**src/rtl/sram_port_pkg.sv**
```systemverilog
// Purpose : constants for the host-side controller of a battery-backed 32K x 8 async static memory
// Assumes : 250 MHz system clock, 4 ns period
// Notes   : times are in ns or ms as printed; cycle counts derive from them
`default_nettype none
package sram_port_pkg;
   // =====================================================================
   // geometry
   localparam int ADDR_W = 15;
   localparam int DATA_W = 8;
   // =====================================================================
   // clock
   localparam int CLK_PERIOD_NS = 4;
   // =====================================================================
   // read timing (ns)
   localparam int ADDR_ACCESS_DELAY_NS        = 70;
   localparam int SELECT_ACCESS_DELAY_NS      = 70;
   localparam int OUTPUT_GATE_ACCESS_DELAY_NS = 35;
   localparam int OUTPUT_HOLD_AFTER_ADDR_NS   = 10;
   localparam int DESELECT_FLOAT_DELAY_NS     = 25;
   localparam int WRITE_FLOAT_DELAY_NS        = 25;
   // =====================================================================
   // write timing (ns)
   localparam int CYCLE_TIME_NS          = 70;
   localparam int WRITE_PULSE_NS         = 50;
   localparam int SELECT_PULSE_NS        = 55;
   localparam int ADDR_TO_END_NS         = 60;
   localparam int WRITE_DATA_SETUP_NS    = 30;
   localparam int WRITE_DATA_HOLD_NS     = 5;
   localparam int WRITE_STROBE_RECOVERY_NS = 0;
   // =====================================================================
   // power-up recovery (ms), least value
   localparam int POWER_UP_RECOVERY_MS = 40;
   // =====================================================================
   // derived cycle counts: least times round up, at least one cycle
   function automatic int cyc_up(input int ns);
      int c;
      c = (ns + CLK_PERIOD_NS - 1) / CLK_PERIOD_NS;
      return (c < 1) ? 1 : c;
   endfunction
   // read: latest valid point, plus one sampling cycle margin
   localparam int READ_ACCESS_CYC = cyc_up(ADDR_ACCESS_DELAY_NS) + 1;
   // turnaround after a read before the master drives the bus
   localparam int FLOAT_CYC       = cyc_up(DESELECT_FLOAT_DELAY_NS);
   localparam int WRITE_LOW_CYC   = cyc_up(SELECT_PULSE_NS > ADDR_TO_END_NS ? SELECT_PULSE_NS : ADDR_TO_END_NS);
   localparam int DATA_HOLD_CYC   = cyc_up(WRITE_DATA_HOLD_NS);
   localparam int CYCLE_CYC       = cyc_up(CYCLE_TIME_NS);
   // 40 ms at 4 ns is 10,000,000 cycles
   localparam longint POWER_UP_RECOVERY_CYC =
      (longint'(POWER_UP_RECOVERY_MS) * 1000000 + CLK_PERIOD_NS - 1) / CLK_PERIOD_NS;
   localparam int CNT_W = 8;
endpackage
`default_nettype wire

```
**src/rtl/sram_host_ctrl.sv**
```systemverilog
// Purpose : host controller that drives a battery-backed 32K x 8 async static memory through its pins
// Assumes : one 250 MHz clock; memory pins are asynchronous; power-good comes from a supply monitor
// Notes   : one access at a time; write is select-and-write-strobe together, output gate held high
//
// What this block does
// - write spans later falling to earlier rising of the two strobes
// - master holds address whole write, valid 60 ns before write end
// - master raises a strobe, 0 ns recovery, before the next access
// - master sets data 30 ns before write end, holds 5 ns after
// - master keeps output gate high during writes
// - master holds write strobe 50 ns, select 55 ns, cycle 70 ns
`default_nettype none
module sram_host_ctrl
#(
   parameter longint RECOVERY_CYC = sram_port_pkg::POWER_UP_RECOVERY_CYC
)
(
   // clock and reset
   input  wire logic                              sys_clk_in,
   input  wire logic                              rst_in,
   // user request
   input  wire logic                              req_valid_in,
   input  wire logic                              req_write_in,
   input  wire logic [sram_port_pkg::ADDR_W-1:0]  req_addr_in,
   input  wire logic [sram_port_pkg::DATA_W-1:0]  req_wdata_in,
   output logic                                   req_ready_out,
   // user answer
   output logic                                   rsp_valid_out,
   output logic [sram_port_pkg::DATA_W-1:0]       rsp_rdata_out,
   output logic                                   mem_usable_out,
   // supply monitor, asynchronous
   input  wire logic                              power_good_in,
   // memory pins
   output logic [sram_port_pkg::ADDR_W-1:0]       addr_out,
   output logic                                   chip_enable_n_out,
   output logic                                   output_enable_n_out,
   output logic                                   write_enable_n_out,
   input  wire logic [sram_port_pkg::DATA_W-1:0]  data_io_in,
   output logic [sram_port_pkg::DATA_W-1:0]       data_io_out,
   output logic                                   data_io_oe_out
);
   // =====================================================================
   // states
   typedef enum logic [6:0]
   {
      ST_RECOVER = 7'h01,
      ST_IDLE    = 7'h02,
      ST_RD      = 7'h04,
      ST_RD_END  = 7'h08,
      ST_WR      = 7'h10,
      ST_WR_HOLD = 7'h20,
      ST_GAP     = 7'h40
   } state_t;

   // read window also covers the three extra cycles of the data synchroniser
   localparam int         SYNC_LAT  = 3;
   localparam logic [7:0] READ_CNT  = 8'(sram_port_pkg::READ_ACCESS_CYC - 1 + SYNC_LAT);
   localparam logic [7:0] FLOAT_CNT = 8'(sram_port_pkg::FLOAT_CYC - 1);
   localparam logic [7:0] WLOW_CNT  = 8'(sram_port_pkg::WRITE_LOW_CYC - 1);
   localparam logic [7:0] HOLD_CNT  = 8'(sram_port_pkg::DATA_HOLD_CYC - 1);
   localparam logic [7:0] GAP_CNT   = 8'(sram_port_pkg::CYCLE_CYC - 1);

   state_t                              state_q, state_d;
   logic [sram_port_pkg::CNT_W-1:0]     cnt_q, cnt_d;
   logic [31:0]                         rec_q;
   logic [sram_port_pkg::ADDR_W-1:0]    addr_q;
   logic [sram_port_pkg::DATA_W-1:0]    wdata_q, rdata_q;
   logic                                ce_n_q, oe_n_q, we_n_q, oe_q;
   logic                                rsp_q, ready_q, usable_q;
   logic                                pg_sync;
   logic [sram_port_pkg::DATA_W-1:0]    rd_sync;

   // =====================================================================
   // synchronise the power-good level and the data pins
   pin_sync #(.WIDTH(1)) u_pg_sync
   (
      .sys_clk_in (sys_clk_in),
      .rst_in     (rst_in),
      .async_in   (power_good_in),
      .sync_out   (pg_sync)
   );
   pin_sync #(.WIDTH(sram_port_pkg::DATA_W)) u_rd_sync
   (
      .sys_clk_in (sys_clk_in),
      .rst_in     (rst_in),
      .async_in   (data_io_in),
      .sync_out   (rd_sync)
   );

   // =====================================================================
   // decode
   wire cnt_done = (cnt_q == '0);
   wire rec_done = (rec_q >= 32'(RECOVERY_CYC));
   wire take     = (state_q == ST_IDLE) && req_valid_in && pg_sync;
   wire [7:0] cnt_dec = cnt_q - 8'h01;

   // =====================================================================
   // next-state logic
   always_comb
   begin
      state_d = state_q;
      cnt_d   = cnt_done ? cnt_q : cnt_dec;
      case (state_q)
         // hold off while the device is deselected
         ST_RECOVER: if (pg_sync && rec_done) state_d = ST_IDLE;
         ST_IDLE:
         begin
            if (!pg_sync)
               state_d = ST_RECOVER;
            else if (take)
            begin
               state_d = req_write_in ? ST_WR : ST_RD;
               cnt_d   = req_write_in ? WLOW_CNT : READ_CNT;
            end
         end
         // wait out the slowest access path before sampling
         ST_RD: if (cnt_done)
         begin
            state_d = ST_RD_END;
            cnt_d   = FLOAT_CNT;
         end
         // let the device float before the bus is reused
         ST_RD_END: if (cnt_done) state_d = ST_IDLE;
         ST_WR: if (cnt_done)
         begin
            state_d = ST_WR_HOLD;
            cnt_d   = HOLD_CNT;
         end
         // data held after the ending edge
         ST_WR_HOLD: if (cnt_done)
         begin
            state_d = ST_GAP;
            cnt_d   = GAP_CNT - WLOW_CNT - HOLD_CNT - 8'h02;
         end
         ST_GAP: if (cnt_done) state_d = ST_IDLE;
         default: state_d = ST_RECOVER;
      endcase
      // a supply loss abandons everything and re-enters recovery
      if (!pg_sync) state_d = ST_RECOVER;
   end

   // =====================================================================
   // pin levels per state
   wire in_rd = (state_q == ST_RD);
   // on a write, select and write strobe fall and rise together; a read lowers select and output gate together
   wire ce_n_d = !((state_d == ST_RD) || (state_d == ST_WR));
   // output gate only low for reads
   wire oe_n_d = !(state_d == ST_RD);
   wire we_n_d = !(state_d == ST_WR);
   // master drives data only through the write and its hold
   wire oe_d   = (state_d == ST_WR) || (state_d == ST_WR_HOLD);

   // =====================================================================
   // recovery counter
   always_ff @(posedge sys_clk_in)
   begin
      if (rst_in || !pg_sync)
         rec_q <= '0;
      else if (!rec_done)
         rec_q <= rec_q + 32'h0000_0001;
   end

   // =====================================================================
   // state, strobes, address and data registers
   always_ff @(posedge sys_clk_in)
   begin
      if (rst_in)
      begin
         state_q  <= ST_RECOVER;
         cnt_q    <= '0;
         ce_n_q   <= 1'b1;
         oe_n_q   <= 1'b1;
         we_n_q   <= 1'b1;
         oe_q     <= 1'b0;
         addr_q   <= '0;
         wdata_q  <= '0;
         rdata_q  <= '0;
         rsp_q    <= 1'b0;
         ready_q  <= 1'b0;
         usable_q <= 1'b0;
      end
      else
      begin
         state_q  <= state_d;
         cnt_q    <= cnt_d;
         ce_n_q   <= ce_n_d;
         oe_n_q   <= oe_n_d;
         we_n_q   <= we_n_d;
         oe_q     <= oe_d;
         ready_q  <= (state_d == ST_IDLE);
         usable_q <= (state_d != ST_RECOVER);
         // address latched once, stable whole access
         if (take)
         begin
            addr_q  <= req_addr_in;
            wdata_q <= req_wdata_in;
         end
         // read data captured at end of access
         rsp_q <= in_rd && cnt_done && pg_sync;
         if (in_rd && cnt_done)
            rdata_q <= rd_sync;
      end
   end

   // =====================================================================
   // outputs straight from flip-flops
   assign req_ready_out       = ready_q;
   assign rsp_valid_out       = rsp_q;
   assign rsp_rdata_out       = rdata_q;
   assign mem_usable_out      = usable_q;
   assign addr_out            = addr_q;
   assign chip_enable_n_out   = ce_n_q;
   assign output_enable_n_out = oe_n_q;
   assign write_enable_n_out  = we_n_q;
   assign data_io_out         = wdata_q;
   assign data_io_oe_out      = oe_q;
endmodule // sram_host_ctrl
`default_nettype wire

```
**src/rtl/pin_sync.sv**
```systemverilog
// Purpose : three-stage synchroniser with agreement filter
// Assumes : input is asynchronous to sys_clk_in
// Notes   : the first stage feeds only the second
`default_nettype none
module pin_sync
#(
   parameter int WIDTH = 1
)
(
   // clock and reset
   input  wire logic             sys_clk_in,
   input  wire logic             rst_in,
   // pins
   input  wire logic [WIDTH-1:0] async_in,
   output logic      [WIDTH-1:0] sync_out
);
   logic [WIDTH-1:0] s1_q;
   logic [WIDTH-1:0] s2_q;
   logic [WIDTH-1:0] s3_q;
   logic [WIDTH-1:0] out_q;
   // =====================================================================
   // per bit: accept a change once stages two and three agree
   genvar i;
   generate
      for (i = 0; i < WIDTH; i++)
      begin : g_bit
         always_ff @(posedge sys_clk_in)
         begin
            if (rst_in)
            begin
               s1_q[i]  <= 1'b0;
               s2_q[i]  <= 1'b0;
               s3_q[i]  <= 1'b0;
               out_q[i] <= 1'b0;
            end
            else
            begin
               s1_q[i] <= async_in[i];
               s2_q[i] <= s1_q[i];
               s3_q[i] <= s2_q[i];
               if (s2_q[i] == s3_q[i])
                  out_q[i] <= s3_q[i];
            end
         end
      end
   endgenerate
   assign sync_out = out_q;
endmodule // pin_sync
`default_nettype wire

```
**config.mk**
```make
export PLATFORM = sky130hd
export DESIGN_NAME = sram_host_ctrl
export DESIGN_NICKNAME = d
export VERILOG_FILES = /design/src/rtl/sram_port_pkg.sv /design/src/rtl/sram_host_ctrl.sv /design/src/rtl/pin_sync.sv
export SDC_FILE = /design/constraint.sdc
export NUM_CORES = 1
export LEC_CHECK = 0
export ABC_AREA = 1
export BUFFER_PORTS_ARGS = -buffer_cell sky130_fd_sc_hd__buf_2
export CORE_UTILIZATION = 55
export CTS_CLUSTER_SIZE = 20
export DETAILED_ROUTE_END_ITERATION = 8
export GPL_TIMING_DRIVEN = 0
export PLACE_DENSITY = 0.83
export SLEW_MARGIN = 10
export SYNTH_ARGS = -nofsm -noshare
export SYNTH_HDL_FRONTEND = slang
export SYNTH_SLANG_ARGS = --single-unit
```
**constraint.sdc**
```tcl
create_clock -name sys_clk_in -period 1.81 [get_ports sys_clk_in]
set_input_delay 0.181 -clock sys_clk_in [delete_from_list [all_inputs] [get_ports sys_clk_in]]
set_output_delay 0.181 -clock sys_clk_in [all_outputs]
set_load 0.05 [all_outputs]
```
; After elaboration in Yosys (flattened, before gate mapping)
; Cells that the tools add are included.
[totals]
out_inout_bits = 38
wordCells = 104
reg_bits = 121
[classes]
muxes = 17
n_reduce_logical = 14
n_eq_ne = 21
addsub = 2
order_cmp = 1
[ops]
columns = op, count
row1 = $mux 7, 7
row2 = $mux 8, 6
row3 = $pmux 7 s6, 1
row4 = $add 32x1->32 const B, 1
row5 = $ge 32x24->1 const B, 1
row6 = $pmux 8 s4, 1
row7 = $eq 7x2->1 const B, 2
row8 = $eq 7x3->1 const B, 2
row9 = $eq 7x5->1 const B, 2
row10 = $eq 7x6->1 const B, 2
row11 = $mux 5, 2
row12 = $eq 1x1->1, 9
row13 = $logic_not 8->1, 1
row14 = $sub 8x1->8 const B, 1
row15 = $eq 7x1->1 const B, 1
row16 = $eq 7x4->1 const B, 1
row17 = $eq 7x7->1 const B, 1
row18 = $ne 7x1->1 const B, 1
row19 = $logic_and 1x1->1, 5
row20 = $logic_not 1->1, 4
row21 = $logic_or 1x1->1, 3
row22 = $reduce_or 2->1, 1

; Depth between registers and ports, before layout
[logic_depth]
word_depth = 9
mapped_depth = 12
depth_no_buf = 11

; Cells and area by module
; A second synthesis with hierarchy kept.
[unflattened]
hier_cells = 696
area_unflattened_um2 = 5177.5
[by_module_without_submodules]
columns = mod, area_each_um2, cells_each, n_inst, seq_area_each_um2
row1 = sram_host_ctrl, 4085.2, 575, 1, 1701.6
row2 = pin_sync at u_rd_sync, 970.9, 108, 1, 640.6
row3 = pin_sync at u_pg_sync, 121.4, 13, 1, 80.1

; Worst setup path after synthesis
; Ideal clock, no wire load.
[synth_timing]
path_kind = flip-flop to flip-flop
from = reg cnt_q[0] (netlist bit)
to = reg cnt_q[0] (netlist bit)
required_time_ns = 1.739
path_slack_ns = 0.292
arrival_ns = 1.448
path_stages_with_launch = 10
cell_sequence = dfxtp_1 -> inv_1 -> ha_1 -> nand2_1 -> nor2_1 -> nand2_2 -> buf_6 -> ha_1 -> a21o_1 -> a21oi_1
[synth_between]
elab_chain_len = 5
word_cells_on_any_way = 9
[synth_rtl]
columns = item, line_no
row1 = start: declaration, sram_host_ctrl.sv:64  ; logic [sram_port_pkg::CNT_W-1:0] cnt_q, cnt_d;
row2 = start signal: assignment, sram_host_ctrl.sv:185  ; cnt_q <= cnt_d;
row3 = $sub 8x1->8 or $logic_not 8->1 (tied branches), "sram_host_ctrl.sv:95, sram_host_ctrl.sv:92"
row4 = $mux 8, sram_host_ctrl.sv:102  ; cnt_d = cnt_done ? cnt_q : cnt_dec;
row5 = $mux 8, sram_host_ctrl.sv:110  ; else if (take)
row6 = $mux 8, sram_host_ctrl.sv:108  ; if (!pg_sync)
row7 = $pmux 8 s4 *, sram_host_ctrl.sv:103  ; case (state_q)
; Every way passes the cells marked *; elsewhere a longest branch is shown, timed or not.
; A chain may end at the register's enable or synchronous reset.

; Final worst setup path
[layout_timing]
from = reg cnt_q[1] (netlist bit)
to = reg state_q[6]
[layout_between]
elab_chain_len = 4
word_cells_on_any_way = 7
[layout_rtl]
columns = item, line_no
row1 = $logic_not 8->1 *, sram_host_ctrl.sv:92  ; wire cnt_done = (cnt_q == '0);
row2 = $mux 7 (on tied branches), n/a
row3 = $pmux 7 s6 *, sram_host_ctrl.sv:103
row4 = $mux 7 *, sram_host_ctrl.sv:139  ; if (!pg_sync) state_d = ST_RECOVER;
row5 = end signal: assignment, sram_host_ctrl.sv:184  ; state_q <= state_d;
row6 = end: declaration, sram_host_ctrl.sv:63  ; state_t state_q, state_d;
; Marked as above.

==> impl_results.md <==
- Status: finished, violations left
- Violated checks: setup timing
- Total CTS buffers: 17
- Clk Latency, worst-skew pair: approximately 0.53 ns
- Synthesized cell area: approximately 5300 µm²
- Pwr Density: ~1100 nW/µm²
- Post-synth net total: around 750
- TritonCTS clock tree: done
- Post-route setup slack: -0.0124 ns
- Post-route cell area: a little under 7000 µm²
- Fmax: about 550 MHz
- # diodes: 0
- Clock sinks: between 100 and 150
- Gr busiest metal: met2
- Hold wc startpoint: req_write_in
- Vias in the first global route: roughly 5100
- Number of synthesized flops with an enable pin: 0
- Flops & latches, synth: ~120
- RR Endpoint: state_q[6]
- Vias/cell: 5.20
- GR Overflow Total: 0
- Slowest stage cell, crit path: dfxtp_1
- Sequential area share after synthesis: between 40% and 50%
- Hold Crit Class: in2reg
- Initial antenna violation count: 0
- Area contributors post-synth: dfxtp_1 (46%), nand2_1 (8.6%), inv_1 (8.3%), nor2_1 (6.9%), a21oi_1 (6.2%)
- Fillers: approximately 630
- Detailed Route Iter0 Violations: approximately 270
- Share of layout cells above drive strength 1: between 10% and 20%
- Layout Cells excl Fill: roughly 970
- Hold Path End: cnt_q[3]
- Gr usage total: 30.4%
- Crit-path cells: inv_2 -> ha_2 -> nand2_1 -> nor2_2 -> nand2_2 -> buf_6 -> nand2_1 -> o211ai_1 -> buf_4 -> buf_4 -> buf_4 -> nor2_1
- YS warnings: 0
- Initial Util: roughly 57%
- CP Capture Type: register
- Cells after DPL: roughly 900
- CTS HTree Levels: 4
- Final setup fails: 1
- Leakage: ~0.0031 µW
- Avg Cell Area, Syn: 7.49 µm²
- Synth Instances: between 700 and 800
- Reg2reg setup slack: -0.01 ns
- Setup TNS: -0.0124 ns
- Ports: between 70 and 80
- First-pass GRT wire length: 23.3 mm
- Area leader, netlist: dfxtp_1
- Vias: 5060
- Skew final: 0.0116 ns
- Routability Congestion: approximately 0.91
- Worst VDD drop: roughly 900 µV
- GR Util met2: a little under three fifths
- Fin. max-slew vios: 0
- Post-synth top flop: dfxtp_1
- DRC errors left: 0
- TritonRoute pass-1 iters: 4
- Yosys top cell area share: a little under half
- Hold Slack: 0.0205 ns
- Period utilisation layout: 101%
- Most used cell along the critical path: buf_4
- CP peak stage delay: between 0.3 and 0.4 ns
- Core area: around 9200 µm²
- WL final: about 15 mm
- Critical path fanouts, max: 11
- Number of port buffers: a little over 70
- M1 GR Usage: ~30%
- Worst R2R Path Depth: 12
- Longest Clk Path Bufs: 2
- Worst Tran Pin Value: between 0.5 and 0.6 ns
- Largest net degree at the start of global routing: 17
- Die width: approximately 100 µm
- DRT antenna net count: 0
- Max-cap violations: 0
- Die ar.: ~10000 µm²
- Met3 Track Usage GR: ~8.6%
- Setup Crit Path Kind: reg2reg
- Ys async rst share: 0%
- Worst r2r src: cnt_q[1]
- Routed length per instance: ~15 µm
- Chip Height: about 100 µm
- Slew headroom: approximately two thirds
- Startpoint types: register
- Critical Path RT: approximately 2.3 ns
- CTS root buf: clkbuf_8
- Cell variety after synth: 40
- Commonest cells in the netlist: dfxtp_1 (121), nand2_1 (121), inv_1 (117)
- Clock transition at path regs: roughly 0.06 ns
- HPWL Detailed: ~8.2 mm
- Placed cell area: ~5800 µm²
- Fin. Hold Viols: 0
- Final Critical Period: about 1.8 ns
- Min-Delay Path Depth: 3
- NumNets Final: a little under 900
- Std cell rows: 35
- Area growth syn-to-layout: 28.0%
- Crit path DAT: approximately 2.3 ns
[timing repair]
| item | CTS | global route |
|---|---|---|
| gates resized for setup | 3 | 6 |
| hold buffers | 33 | 0 |
| hold endpoints to repair | 33 | 0 |
| setup buffers | 2 | 3 |
| pin swaps | 2 | 1 |
| setup endpoints to repair | 2 | 5 |
[cells by family after synthesis]
group | after synthesis | share of synthesized area (%)
compound gates | 125 | 12.7
xor+xnor | 19 | 3.16
buf+inv | 144 | 12.1
simple gates | 288 | 24.7
flops | 121 | 46.0
fa+ha+maj | 6 | 1.43
[metal layers]
metal / vias to the layer above / part of all wire (%)
met2: 228 / 52
li1: 2456 / -
met1: 2324 / 39
met5: - / 0
met4: 0 / 3.5
met3: 52 / 5.7
[worst max-delay path by stage]
stage | startpoint | end | cells past startpoint
6_report | cnt_q[1] | state_q[6] | 12
5_1_grt | cnt_q[1] | state_q[6] | 12
4_1_cts | cnt_q[1] | data_io_oe_out | 9
3_5_place_dp | rec_q[0] | rec_q[14] | 7
3_3_place_gp | rec_q[0] | rec_q[14] | 7
2_1_floorplan | cnt_q[0] | cnt_q[0] | 9
[area by class of cell]
type,instances,area (µm²),share of cell area (%)
sequential,121,2420,35.9
multi-input combinational,438,2230,33.0
timing repair buffer,110,728,10.8
inverter,119,449,6.66
clock buffer,18,428,6.35
buffer,25,188,2.78
tap,129,161,2.39
clock inverter,14,138,2.04
[metrics by stage]
stage / total power, µW / setup WS (ns) / utilization (%)
finish: 7250 / -0.0124 / 73.0
global placement: 3790 / 0.0843 / 62.7
global route: 7500 / -0.0619 / 73.0
detailed placement: 3840 / 0.0436 / 62.7
CTS: 7110 / 0.0347 / 72.6
floorplan: 3620 / 0.292 / -
[worst max-delay path, delay by kind of cell, from the launching register on]
kind | cells | cell delay [ns]
buffers and inverters | 5 | 0.64
AND/OR/NAND/NOR | 5 | 0.48
flip-flops | 1 | 0.33
AO/OA/AOI/OAI | 1 | 0.09
adder cells (fa/ha/maj) | 1 | 0.20
[placed cells by master (no fill, tap or decap), drive strengths merged]
cell	count
xor2	12
dlygate4sd3	33
nor3	12
o211ai	3
clkinvlp	3
o31ai	1
a211oi	10
nand2	127
buf	94
clkinv	4
nand4	5
nor2	107
ha	6
nand3	32
clkbuf	25
a21o	1
nand3b	2
and3	1
nor3b	2
a21oi	65
bufbuf	1
inv	125
dfxtp	121
o21ai	45
xnor2	7
bufinv	1
[registers in the layout, indices dropped and copies added (netlist names), 7 cells and up]
name                cells
rec_q                  32
data_io_out             8
addr_out               15
u_rd_sync.s2_q          8
u_rd_sync.s3_q          8
state_q                 7
u_rd_sync.s1_q          8
u_rd_sync.sync_out      8
cnt_q                   8
rsp_rdata_out           8
[power breakdown]
group	switching, µW	internal [µW]
combinational	679	470
clock	1360	1890
sequential	73.7	2770
total	2110	5130
Note: power is estimated with default switching activity, not from simulation.
